===== config.mk =====
export PLATFORM = sky130hd
export DESIGN_NAME = retimer_strap_config
export DESIGN_NICKNAME = d
export VERILOG_FILES = /design/src/core/retimer_cfg_pkg.sv /design/src/core/retimer_strap_config.sv /design/src/core/strap_level_decode.sv
export SDC_FILE = /design/constraint.sdc
export NUM_CORES = 1
export LEC_CHECK = 0
export ABC_CLOCK_PERIOD_IN_PS = 1700
export BUFFER_PORTS_ARGS = -buffer_cell sky130_fd_sc_hd__buf_2
export CORE_AREA = 8 8 63 65
export CTS_CLUSTER_SIZE = 10
export DETAILED_ROUTE_END_ITERATION = 12
export DIE_AREA = 0 0 71 73
export PLACE_DENSITY = 0.77
export SLEW_MARGIN = 40
export SYNTH_ARGS = -nofsm -noshare
export SYNTH_HDL_FRONTEND = slang
export SYNTH_SLANG_ARGS = --single-unit

===== constraint.sdc =====
create_clock -name mclk -period 1.7 [get_ports mclk]
set_input_delay 0.17 -clock mclk [delete_from_list [all_inputs] [get_ports mclk]]
set_output_delay 0.17 -clock mclk [all_outputs]
set_load 0.01 [all_outputs]

===== src/core/retimer_cfg_pkg.sv =====
// Constants, field layouts and types shared by the strap configuration logic.
// Assumes strap sensing, the two-wire bus slave and rate detection sit outside.
// Function
// - The device is powered down while the operation enable is low and runs while it is high.
// - A falling edge on the operation enable resets the device.
// - With signal detect enable low the detector is off and input termination stays connected.
// - With signal detect enable high the detector runs and standby follows a missing input clock.
// - In strap mode the de-emphasis strap gives -2 dB when low, 0 dB when open, high reserved.
// - In bus mode de-emphasis comes from the two-wire bus instead of the strap.
// - In strap mode the equalizer strap gives 7.5 dB low, adaptive when open, 14 dB high.
// - In bus mode the equalizer strap is a two-level bus address bit 1.
// - The mode select input chooses bus control mode when high and strap mode when low.
// - In strap mode the strap settings win and bus writes cannot change them.
// - The upper address pin gives bus address bit 2, low by default, open in strap mode.
// - The transmit termination strap disables termination when high, low reserved, open auto.
// - Automatic termination is on above 2 Gbps up to 3.4 Gbps and off below 2 Gbps.
// - The lane strap high inverts receive lane polarity, valid only in retimer operation.
// - The lane strap low swaps receive lane order in both operations; open is normal.
// - Each three-level strap reads high to supply, low to ground and mid when open.
package retimer_cfg_pkg;

  // Decoded level of one strap pin.
  typedef enum logic [1:0] {LVL_LOW, LVL_MID, LVL_HIGH} strap_lvl_type;

  // Raw sense of one strap: pad pulls the pin to supply, to ground, or neither.
  typedef struct packed {
    logic pulled_high;
    logic pulled_low;
  } strap_sense_type;

  // Strap slots in the capture array.
  localparam int STRAP_COUNT = 4;
  localparam int IDX_DEEMPH = 0;
  localparam int IDX_EQ = 1;
  localparam int IDX_TERM = 2;
  localparam int IDX_LANE = 3;

  // Equalizer modes: fixed 7.5 dB, adaptive, fixed 14 dB.
  typedef enum logic [1:0] {EQ_FIXED_LOW_GAIN, EQ_ADAPTIVE, EQ_FIXED_HIGH_GAIN} eq_mode_type;

  // De-emphasis: -2 dB or 0 dB.
  typedef enum logic {DEEMPH_MINUS_2DB, DEEMPH_0DB} deemph_type;

  // Transmit termination: disabled or automatic by data rate.
  typedef enum logic {TERM_NONE, TERM_AUTO} tx_term_type;

  // Settings the two-wire bus may write in bus control mode.
  typedef struct packed {
    deemph_type deemph;
    eq_mode_type eq_mode;
  } bus_cfg_type;

  // Settings delivered to the analog datapath.
  typedef struct packed {
    deemph_type deemph;
    eq_mode_type eq_mode;
    tx_term_type term_mode;
    logic lane_swap;
    logic lane_invert;
  } datapath_cfg_type;

  // Reset values.
  localparam deemph_type DEEMPH_RESET = DEEMPH_0DB;
  localparam eq_mode_type EQ_RESET = EQ_ADAPTIVE;
  localparam tx_term_type TERM_RESET = TERM_AUTO;
  localparam strap_lvl_type LVL_RESET = LVL_MID;
  localparam bus_cfg_type BUS_CFG_RESET = '{deemph: DEEMPH_0DB, eq_mode: EQ_ADAPTIVE};
  localparam datapath_cfg_type DP_CFG_RESET = '{
    deemph: DEEMPH_0DB,
    eq_mode: EQ_ADAPTIVE,
    term_mode: TERM_AUTO,
    lane_swap: 1'b0,
    lane_invert: 1'b0
  };

  // Bus address bits supplied by pins: bit 2 and bit 1.
  localparam int BUS_ADDR_BITS = 2;
  localparam logic [1:0] BUS_ADDR_RESET = 2'h0;

  // Control sequence around the operation enable.
  typedef enum logic [1:0] {ST_POWER_DOWN, ST_CAPTURE, ST_RUN} ctrl_state_type;

endpackage


===== src/core/retimer_strap_config.sv =====
// Control-pin configuration of the retimer: mode select, strap capture and decode.
// Assumes all inputs are synchronous to mclk and the bus slave lives outside.
`timescale 1ns/100ps
module retimer_strap_config (
  // Clock, reset and clock enable.
  input wire logic mclk,
  input wire logic nrst,
  input wire logic ce,
  // Control pins.
  input wire logic op_enable,
  input wire logic bus_mode_sel,
  input wire logic signal_detect_enable,
  // Strap pins as sensed by the pads.
  input wire retimer_cfg_pkg::strap_sense_type deemph_strap,
  input wire retimer_cfg_pkg::strap_sense_type equalizer_strap_addr0,
  input wire retimer_cfg_pkg::strap_sense_type tx_termination_strap,
  input wire retimer_cfg_pkg::strap_sense_type lane_polarity_strap,
  input wire logic upper_addr_bit,
  // Settings written through the two-wire bus slave.
  input wire logic bus_cfg_we,
  input wire retimer_cfg_pkg::bus_cfg_type bus_cfg,
  // Datapath status.
  input wire logic clock_valid,
  input wire logic rate_above_2g,
  input wire logic retimer_active,
  // Power and reset control.
  output retimer_cfg_pkg::ctrl_state_type ctrl_state,
  output logic power_down,
  output logic device_reset_pulse,
  // Signal detect and input termination.
  output logic detector_enable,
  output logic standby,
  output logic rx_term_connect,
  // Datapath settings.
  output retimer_cfg_pkg::datapath_cfg_type dp_cfg,
  output logic tx_term_on,
  output logic strap_reserved,
  // Bus control mode and pin address bits.
  output logic bus_mode,
  output logic [retimer_cfg_pkg::BUS_ADDR_BITS-1:0] bus_addr_bits
);

  // Sequence state and enable history.
  retimer_cfg_pkg::ctrl_state_type state_r;
  retimer_cfg_pkg::ctrl_state_type state_nxt;
  logic op_enable_d_r;
  logic op_enable_d_nxt;
  logic reset_pulse_r;
  logic reset_pulse_nxt;
  logic op_fall;

  // Captured straps.
  retimer_cfg_pkg::strap_sense_type [retimer_cfg_pkg::STRAP_COUNT-1:0] sense_all;
  retimer_cfg_pkg::strap_lvl_type lvl_now [retimer_cfg_pkg::STRAP_COUNT];
  retimer_cfg_pkg::strap_lvl_type lvl_r [retimer_cfg_pkg::STRAP_COUNT];
  retimer_cfg_pkg::strap_lvl_type lvl_nxt [retimer_cfg_pkg::STRAP_COUNT];
  logic mode_r;
  logic mode_nxt;
  logic addr2_r;
  logic addr2_nxt;

  // Bus shadow settings.
  retimer_cfg_pkg::bus_cfg_type shadow_r;
  retimer_cfg_pkg::bus_cfg_type shadow_nxt;

  // Output registers.
  retimer_cfg_pkg::datapath_cfg_type cfg_r;
  retimer_cfg_pkg::datapath_cfg_type cfg_nxt;
  logic pd_r;
  logic pd_nxt;
  logic det_r;
  logic det_nxt;
  logic stby_r;
  logic stby_nxt;
  logic rxt_r;
  logic rxt_nxt;
  logic txt_r;
  logic txt_nxt;
  logic rsv_r;
  logic rsv_nxt;
  logic running;

  assign sense_all[retimer_cfg_pkg::IDX_DEEMPH] = deemph_strap;
  assign sense_all[retimer_cfg_pkg::IDX_EQ] = equalizer_strap_addr0;
  assign sense_all[retimer_cfg_pkg::IDX_TERM] = tx_termination_strap;
  assign sense_all[retimer_cfg_pkg::IDX_LANE] = lane_polarity_strap;

  // One decoder per strap; only the equalizer pin turns two-level, in bus mode.
  genvar gi;
  generate
    for (gi = 0; gi < retimer_cfg_pkg::STRAP_COUNT; gi++) begin : g_strap
      strap_level_decode u_dec (
        .sense(sense_all[gi]),
        .two_level((gi == retimer_cfg_pkg::IDX_EQ) && bus_mode_sel),
        .level(lvl_now[gi])
      );
    end
  endgenerate

  // A falling enable is seen against last cycle's sample, so it always lands as one pulse.
  assign op_fall = op_enable_d_r && !op_enable;
  assign running = (state_r == retimer_cfg_pkg::ST_RUN);

  // Sequence: power down while the enable is low, one capture cycle, then run.
  always_comb begin
    state_nxt = state_r;
    op_enable_d_nxt = op_enable;
    reset_pulse_nxt = op_fall;
    if (!op_enable) begin
      state_nxt = retimer_cfg_pkg::ST_POWER_DOWN;
    end else begin
      unique case (state_r)
        retimer_cfg_pkg::ST_POWER_DOWN: begin
          state_nxt = retimer_cfg_pkg::ST_CAPTURE;
        end
        retimer_cfg_pkg::ST_CAPTURE: begin
          state_nxt = retimer_cfg_pkg::ST_RUN;
        end
        retimer_cfg_pkg::ST_RUN: begin
          state_nxt = retimer_cfg_pkg::ST_RUN;
        end
        default: begin
          state_nxt = retimer_cfg_pkg::ST_POWER_DOWN;
        end
      endcase
    end
  end

  always_ff @(posedge mclk or negedge nrst) begin
    if (!nrst) begin
      state_r <= retimer_cfg_pkg::ST_POWER_DOWN;
      op_enable_d_r <= 1'b0;
      reset_pulse_r <= 1'b0;
    end else if (ce) begin
      state_r <= state_nxt;
      op_enable_d_r <= op_enable_d_nxt;
      reset_pulse_r <= reset_pulse_nxt;
    end
  end

  // Straps and mode are taken in the capture cycle only; later pin changes are ignored.
  // Holding them avoids a glitching strap retuning the analog path mid-stream.
  always_comb begin
    mode_nxt = mode_r;
    addr2_nxt = addr2_r;
    for (int i = 0; i < retimer_cfg_pkg::STRAP_COUNT; i++) begin
      lvl_nxt[i] = lvl_r[i];
    end
    if (op_fall) begin
      mode_nxt = 1'b0;
      addr2_nxt = 1'b0;
      for (int i = 0; i < retimer_cfg_pkg::STRAP_COUNT; i++) begin
        lvl_nxt[i] = retimer_cfg_pkg::LVL_RESET;
      end
    end else if (state_r == retimer_cfg_pkg::ST_CAPTURE) begin
      mode_nxt = bus_mode_sel;
      addr2_nxt = upper_addr_bit;
      for (int i = 0; i < retimer_cfg_pkg::STRAP_COUNT; i++) begin
        lvl_nxt[i] = lvl_now[i];
      end
    end
  end

  always_ff @(posedge mclk or negedge nrst) begin
    if (!nrst) begin
      mode_r <= 1'b0;
      addr2_r <= 1'b0;
      for (int i = 0; i < retimer_cfg_pkg::STRAP_COUNT; i++) begin
        lvl_r[i] <= retimer_cfg_pkg::LVL_RESET;
      end
    end else if (ce) begin
      mode_r <= mode_nxt;
      addr2_r <= addr2_nxt;
      for (int i = 0; i < retimer_cfg_pkg::STRAP_COUNT; i++) begin
        lvl_r[i] <= lvl_nxt[i];
      end
    end
  end

  // Bus writes land only while running in bus mode; in strap mode they are dropped.
  always_comb begin
    shadow_nxt = shadow_r;
    if (op_fall) begin
      shadow_nxt = retimer_cfg_pkg::BUS_CFG_RESET;
    end else if (running && mode_r && bus_cfg_we) begin
      shadow_nxt = bus_cfg;
    end
  end

  always_ff @(posedge mclk or negedge nrst) begin
    if (!nrst) begin
      shadow_r <= retimer_cfg_pkg::BUS_CFG_RESET;
    end else if (ce) begin
      shadow_r <= shadow_nxt;
    end
  end

  // Datapath settings from the held straps or, in bus mode, de-emphasis and equalizer from the bus shadow.
  always_comb begin
    cfg_nxt = retimer_cfg_pkg::DP_CFG_RESET;
    rsv_nxt = 1'b0;
    if (mode_r) begin
      cfg_nxt.deemph = shadow_r.deemph;
      cfg_nxt.eq_mode = shadow_r.eq_mode;
    end else begin
      unique case (lvl_r[retimer_cfg_pkg::IDX_DEEMPH])
        retimer_cfg_pkg::LVL_LOW: cfg_nxt.deemph = retimer_cfg_pkg::DEEMPH_MINUS_2DB;
        retimer_cfg_pkg::LVL_MID: cfg_nxt.deemph = retimer_cfg_pkg::DEEMPH_0DB;
        retimer_cfg_pkg::LVL_HIGH: begin
          // Reserved level falls back to no de-emphasis and is flagged.
          cfg_nxt.deemph = retimer_cfg_pkg::DEEMPH_0DB;
          rsv_nxt = 1'b1;
        end
        default: cfg_nxt.deemph = retimer_cfg_pkg::DEEMPH_RESET;
      endcase
      unique case (lvl_r[retimer_cfg_pkg::IDX_EQ])
        retimer_cfg_pkg::LVL_LOW: cfg_nxt.eq_mode = retimer_cfg_pkg::EQ_FIXED_LOW_GAIN;
        retimer_cfg_pkg::LVL_MID: cfg_nxt.eq_mode = retimer_cfg_pkg::EQ_ADAPTIVE;
        retimer_cfg_pkg::LVL_HIGH: cfg_nxt.eq_mode = retimer_cfg_pkg::EQ_FIXED_HIGH_GAIN;
        default: cfg_nxt.eq_mode = retimer_cfg_pkg::EQ_RESET;
      endcase
    end
    unique case (lvl_r[retimer_cfg_pkg::IDX_TERM])
      retimer_cfg_pkg::LVL_HIGH: cfg_nxt.term_mode = retimer_cfg_pkg::TERM_NONE;
      retimer_cfg_pkg::LVL_MID: cfg_nxt.term_mode = retimer_cfg_pkg::TERM_AUTO;
      retimer_cfg_pkg::LVL_LOW: begin
        // Reserved level keeps automatic mode and is flagged.
        cfg_nxt.term_mode = retimer_cfg_pkg::TERM_AUTO;
        rsv_nxt = 1'b1;
      end
      default: cfg_nxt.term_mode = retimer_cfg_pkg::TERM_RESET;
    endcase
    cfg_nxt.lane_swap = (lvl_r[retimer_cfg_pkg::IDX_LANE] == retimer_cfg_pkg::LVL_LOW);
    // Polarity inversion is only honoured while the clock recovery path is in use.
    cfg_nxt.lane_invert = (lvl_r[retimer_cfg_pkg::IDX_LANE] == retimer_cfg_pkg::LVL_HIGH)
                          && retimer_active;
  end

  // Power, signal detect and termination controls.
  always_comb begin
    pd_nxt = !running;
    det_nxt = signal_detect_enable && running;
    stby_nxt = signal_detect_enable && running && !clock_valid;
    // With signal detect enable low the input termination never drops, even in power down.
    rxt_nxt = !signal_detect_enable || (running && clock_valid);
    // The rate flag covers 2 Gbps up to the 3.4 Gbps ceiling of the link.
    txt_nxt = running && (cfg_r.term_mode == retimer_cfg_pkg::TERM_AUTO)
              && rate_above_2g;
  end

  always_ff @(posedge mclk or negedge nrst) begin
    if (!nrst) begin
      cfg_r <= retimer_cfg_pkg::DP_CFG_RESET;
      rsv_r <= 1'b0;
      pd_r <= 1'b1;
      det_r <= 1'b0;
      stby_r <= 1'b0;
      rxt_r <= 1'b1;
      txt_r <= 1'b0;
    end else if (ce) begin
      cfg_r <= cfg_nxt;
      rsv_r <= rsv_nxt;
      pd_r <= pd_nxt;
      det_r <= det_nxt;
      stby_r <= stby_nxt;
      rxt_r <= rxt_nxt;
      txt_r <= txt_nxt;
    end
  end

  // Bus address bits: bit 2 from the upper pin, bit 1 from the equalizer pin in bus mode.
  logic [retimer_cfg_pkg::BUS_ADDR_BITS-1:0] addr_r;
  logic [retimer_cfg_pkg::BUS_ADDR_BITS-1:0] addr_nxt;
  logic bus_mode_r;
  logic bus_mode_nxt;

  always_comb begin
    bus_mode_nxt = mode_r && running;
    addr_nxt = retimer_cfg_pkg::BUS_ADDR_RESET;
    if (mode_r) begin
      addr_nxt = {addr2_r, lvl_r[retimer_cfg_pkg::IDX_EQ] == retimer_cfg_pkg::LVL_HIGH};
    end
  end

  always_ff @(posedge mclk or negedge nrst) begin
    if (!nrst) begin
      bus_mode_r <= 1'b0;
      addr_r <= retimer_cfg_pkg::BUS_ADDR_RESET;
    end else if (ce) begin
      bus_mode_r <= bus_mode_nxt;
      addr_r <= addr_nxt;
    end
  end

  // Every output is a flip-flop.
  assign ctrl_state = state_r;
  assign power_down = pd_r;
  assign device_reset_pulse = reset_pulse_r;
  assign detector_enable = det_r;
  assign standby = stby_r;
  assign rx_term_connect = rxt_r;
  assign dp_cfg = cfg_r;
  assign tx_term_on = txt_r;
  assign strap_reserved = rsv_r;
  assign bus_mode = bus_mode_r;
  assign bus_addr_bits = addr_r;

endmodule


===== src/core/strap_level_decode.sv =====
// Decoder from the pad sense of one strap pin to a strap level.
// Assumes the sense bits are stable and synchronous to the clock.
`timescale 1ns/100ps
module strap_level_decode (
  // Pad sense and decode style.
  input wire retimer_cfg_pkg::strap_sense_type sense,
  input wire logic two_level,
  // Decoded level.
  output retimer_cfg_pkg::strap_lvl_type level
);

  // Both pulls sensed at once cannot come from a strap resistor, so a three-level pin reads it as open.
  always_comb begin
    if (two_level) begin
      // A two-level pin is high only when pulled to supply.
      level = sense.pulled_high ? retimer_cfg_pkg::LVL_HIGH : retimer_cfg_pkg::LVL_LOW;
    end else if (sense.pulled_high && !sense.pulled_low) begin
      level = retimer_cfg_pkg::LVL_HIGH;
    end else if (sense.pulled_low && !sense.pulled_high) begin
      level = retimer_cfg_pkg::LVL_LOW;
    end else begin
      level = retimer_cfg_pkg::LVL_MID;
    end
  end

endmodule


==> impl_metrics.py <==
metrics = {
    "layout": {
        "fin_nets": 204,
        "syn_to_final_growth_pct": 21.19,
        "fin_util": 0.6059,
        "nFillCells": 263,
        "antenna-diode-count": 0,
        "final_area_um2": 1789,
        "layout-drive-gt1-share": 0.3807,
    },
    "power": {
        "power.share.clock": 0.285,
        "power_leakage_nw": 0.8690,
        "combPwrFrac": 0.207,
        "swShare": 0.2910,
        "pwr_density_cell_nw_per_um2": 1141,
        "peakVddDrop_v": 0.0005033,
        "p_int_mw": 1.447,
        "p_sw_mw": 0.5938,
        "power_frac_seq": 0.508,
    },
    "critical_path": {
        "slowest_stage": "dfrtp_1",
        "cp_max_fo": 7,
        "setup.worst_path.start_class": "flip-flop",
        "arrival_ps": 1750,
        "critPathKind": "flip-flop to flip-flop",
        "crit_chain": "inv_1, ha_1, nand4_1, nand2b_4, o22a_1",
        "end_kind": "flip-flop",
        "slowest_delay_ps": 410,
        "critPathRequiredTime_ps": 1970,
    },
    "placed_design": {
        "gp_congestion": 0.8392,
        "post-dp-hpwl_um": 2357,
        "post-place-ws_ps": 242.4,
        "io_buffers": 39,
        "placed_area_um2": 1689,
    },
    "grt": {
        "grt_overflow_total": 0,
        "grt_pass1_vias": 1173,
        "antenna_found_initial": 0,
        "grt.total_usage": 0.1319,
        "grt_max_degree": 33,
        "grt_pass1_wl_um": 5333,
    },
    "floorplanning": {
        "io_pins": 40,
        "die_h_um": 73,
        "die-area_um2": 5183,
        "row_count": 20,
        "coreArea_um2": 2953,
        "start_util": 0.5000,
        "die_w_um": 71,
    },
    "worst_hold_path": {
        "worst_hold_path_type": "input port to flip-flop",
    },
    "detailed_routing": {
        "drtIter0Drc": 76,
        "antenna_left": 0,
        "dr_total_vias": 1111,
        "wl_per_cell_um": 14.95,
        "via_per_inst": 5.316,
        "wl_um": 3124,
        "drc": 0,
        "dr.pass1.iters": 4,
    },
    "sta": {
        "hold_violations": 0,
        "period_share": 0.8712,
        "fin_crit_ps": 1481,
        "setup_slack_ps": 219.0,
        "relSlewSlack": 0.5276,
        "fmax_ghz": 0.6752,
        "finalSetupViolations": 0,
        "skew_ps": 11.03,
        "rsz0062_at_grt": "no",
        "tns_ps": 0,
        "worst_pin_slew_ps": 708.5,
        "final_max_slew_viol_count": 0,
    },
    "yosys": {
        "synth.most_common_cell": "dfrtp_1",
        "seq_area_frac_synth": 0.5517,
        "syn_area_um2": 1476,
        "synth_area_leaders": "dfrtp_1 36%, dfstp_2 20%, ha_1 5.9%, inv_1 4.6%, o22a_1 3.6%",
        "synth_top_area_frac": 0.3559,
        "yosysWarnings": 0,
        "synth_cells": 131,
        "synth_seq_cells": 32,
        "ys_types": 32,
        "syn_area_per_cell_um2": 11.27,
        "yosys.area.top_type": "dfrtp_1",
        "async_reset_ff_frac": 1.000,
        "synth_common_cells": "21 x dfrtp_1, 18 x inv_1, 11 x dfstp_2",
        "synth_nets": 160,
        "synth_edf_count": 0,
        "synth_flop_cell": "dfrtp_1",
    },
    "run_status": {
        "status": "complete, no violations",
    },
    "clocking": {
        "cts_tree": "built",
        "cts.clk_slew.worst_paths_ps": 100,
        "cts_made_buffers": 5,
        "clockBufferDepth": 2,
        "worstSkewPairLatency_ps": 340,
        "htreeDepth": 2,
        "postCtsSetupRepairBufs": 0,
        "cts.sinks": 32,
        "cts_root_buf": "clkbuf_4",
    },
    "flow_run": {
        "maxCapViolations": 0,
    },
}
==> metal layers <==
metal  GRT usage  wire length (um)  vias to the layer above
li1            -                 -                      544
met1      0.1467              1357                      526
met2      0.2132              1476                       36
met3     0.06044               241                        5
met4     0.05543                48                        0
met5           0                 0                        -
==> registers in the layout, indices dropped and copies added (netlist names) <==
signal	cells
rx_term_connect	1
ctrl_state	2
strap_reserved	1
shadow_r	3
device_reset_pulse	1
addr2_r	1
bus_mode	1
mode_r	1
dp_cfg	6
standby	1
tx_term_on	1
bus_addr_bits	2
power_down	1
detector_enable	1
op_enable_d_r	1
lvl_r	8
==> placed cells by master, fill, tap and decap left out, drive strengths merged <==
master / n
o22ai: 2
nand3b: 1
nor2: 5
o21a: 1
o2bb2ai: 1
nand4b: 2
o22a: 6
nand2b: 4
o32a: 1
nor3b: 1
a2bb2oi: 1
ha: 7
o21ai: 12
nand4: 2
dfstp: 11
mux2i: 3
a21oi: 4
nand2: 5
clkinv: 1
buf: 41
inv: 18
clkinvlp: 1
a22o: 5
mux2: 2
clkbuf: 5
nor2b: 1
bufinv: 1
and3: 1
nand3: 7
dlygate4sd3: 2
dfrtp: 21
a31oi: 1
==> timing repair <==
item / in CTS / in global routing
hold buffers: 2 / 0
resized for setup: 0 / 0
setup endpoints to repair: 0 / 0
hold endpoints to repair: 22 / 0
==> worst paths after layout <==
kind                                 from              to  slack [ps]  cells after the start
setup / recovery            ctrl_state[0]     shadow_r[2]         220                      5
hold / removal             upper_addr_bit         addr2_r          40                      2
setup reg to reg            ctrl_state[0]     shadow_r[2]         220                      5
hold reg to reg                power_down      power_down         480                      2
max in group asynchronous            nrst          mode_r         810                      2
min in group asynchronous            nrst  strap_reserved         420                      2
==> through the flow <==
stage | instances | hold slack, ps | power (mW)
global placement | 199 | 241.0 | 1.452
CTS | 209 | 33.83 | 2.057
global route | 209 | 25.12 | 2.153
floorplan | 131 | -125.6 | 1.301
detailed placement | 199 | 254.6 | 1.476
finish | 209 | 42.22 | 2.041
==> power by group through the flow <==
| stage | sequential [mW] | combinational [mW] | clock, mW |
|---|---|---|---|
| 3_5_place_dp | 1.05 | 0.426 | 0 |
| 5_1_grt | 1.05 | 0.477 | 0.622 |
| 6_report | 1.04 | 0.422 | 0.583 |
| 2_1_floorplan | 1.05 | 0.255 | 0 |
| 3_3_place_gp | 1.04 | 0.410 | 0 |
| 4_1_cts | 1.04 | 0.430 | 0.592 |
==> cell type report <==
type	instances	area, um2	share of cell area
inverter	18	67.56	0.03776
timing repair buffer	43	230.2	0.1287
multi-input combinational	75	555.5	0.3105
clock buffer	5	37.54	0.02098
sequential	32	814.5	0.4552
clock inverter	3	42.54	0.02378
tap	33	41.29	0.02308
==> critical path: cells and delay by family, from the launching register on <==
family	cells	cell delay, ps
adders and majority gates	1	310
DFF	1	410
and+or+nand+nor	2	390
buffers and inverters	1	100
AOI/OAI and AO/OA	1	200
==> cells by family (layout without fill, tap and decap cells) <==
family	count (synthesis)	count (layout)	share of synthesized area
AOI/OAI and AO/OA	34	34	0.1627
adders and majority gates	7	7	0.05932
buffers and inverters	24	69	0.07203
DFF	32	32	0.5517
muxes	5	5	0.03559
and+or+nand+nor	29	29	0.1187
(Power assumes the default switching activity.)
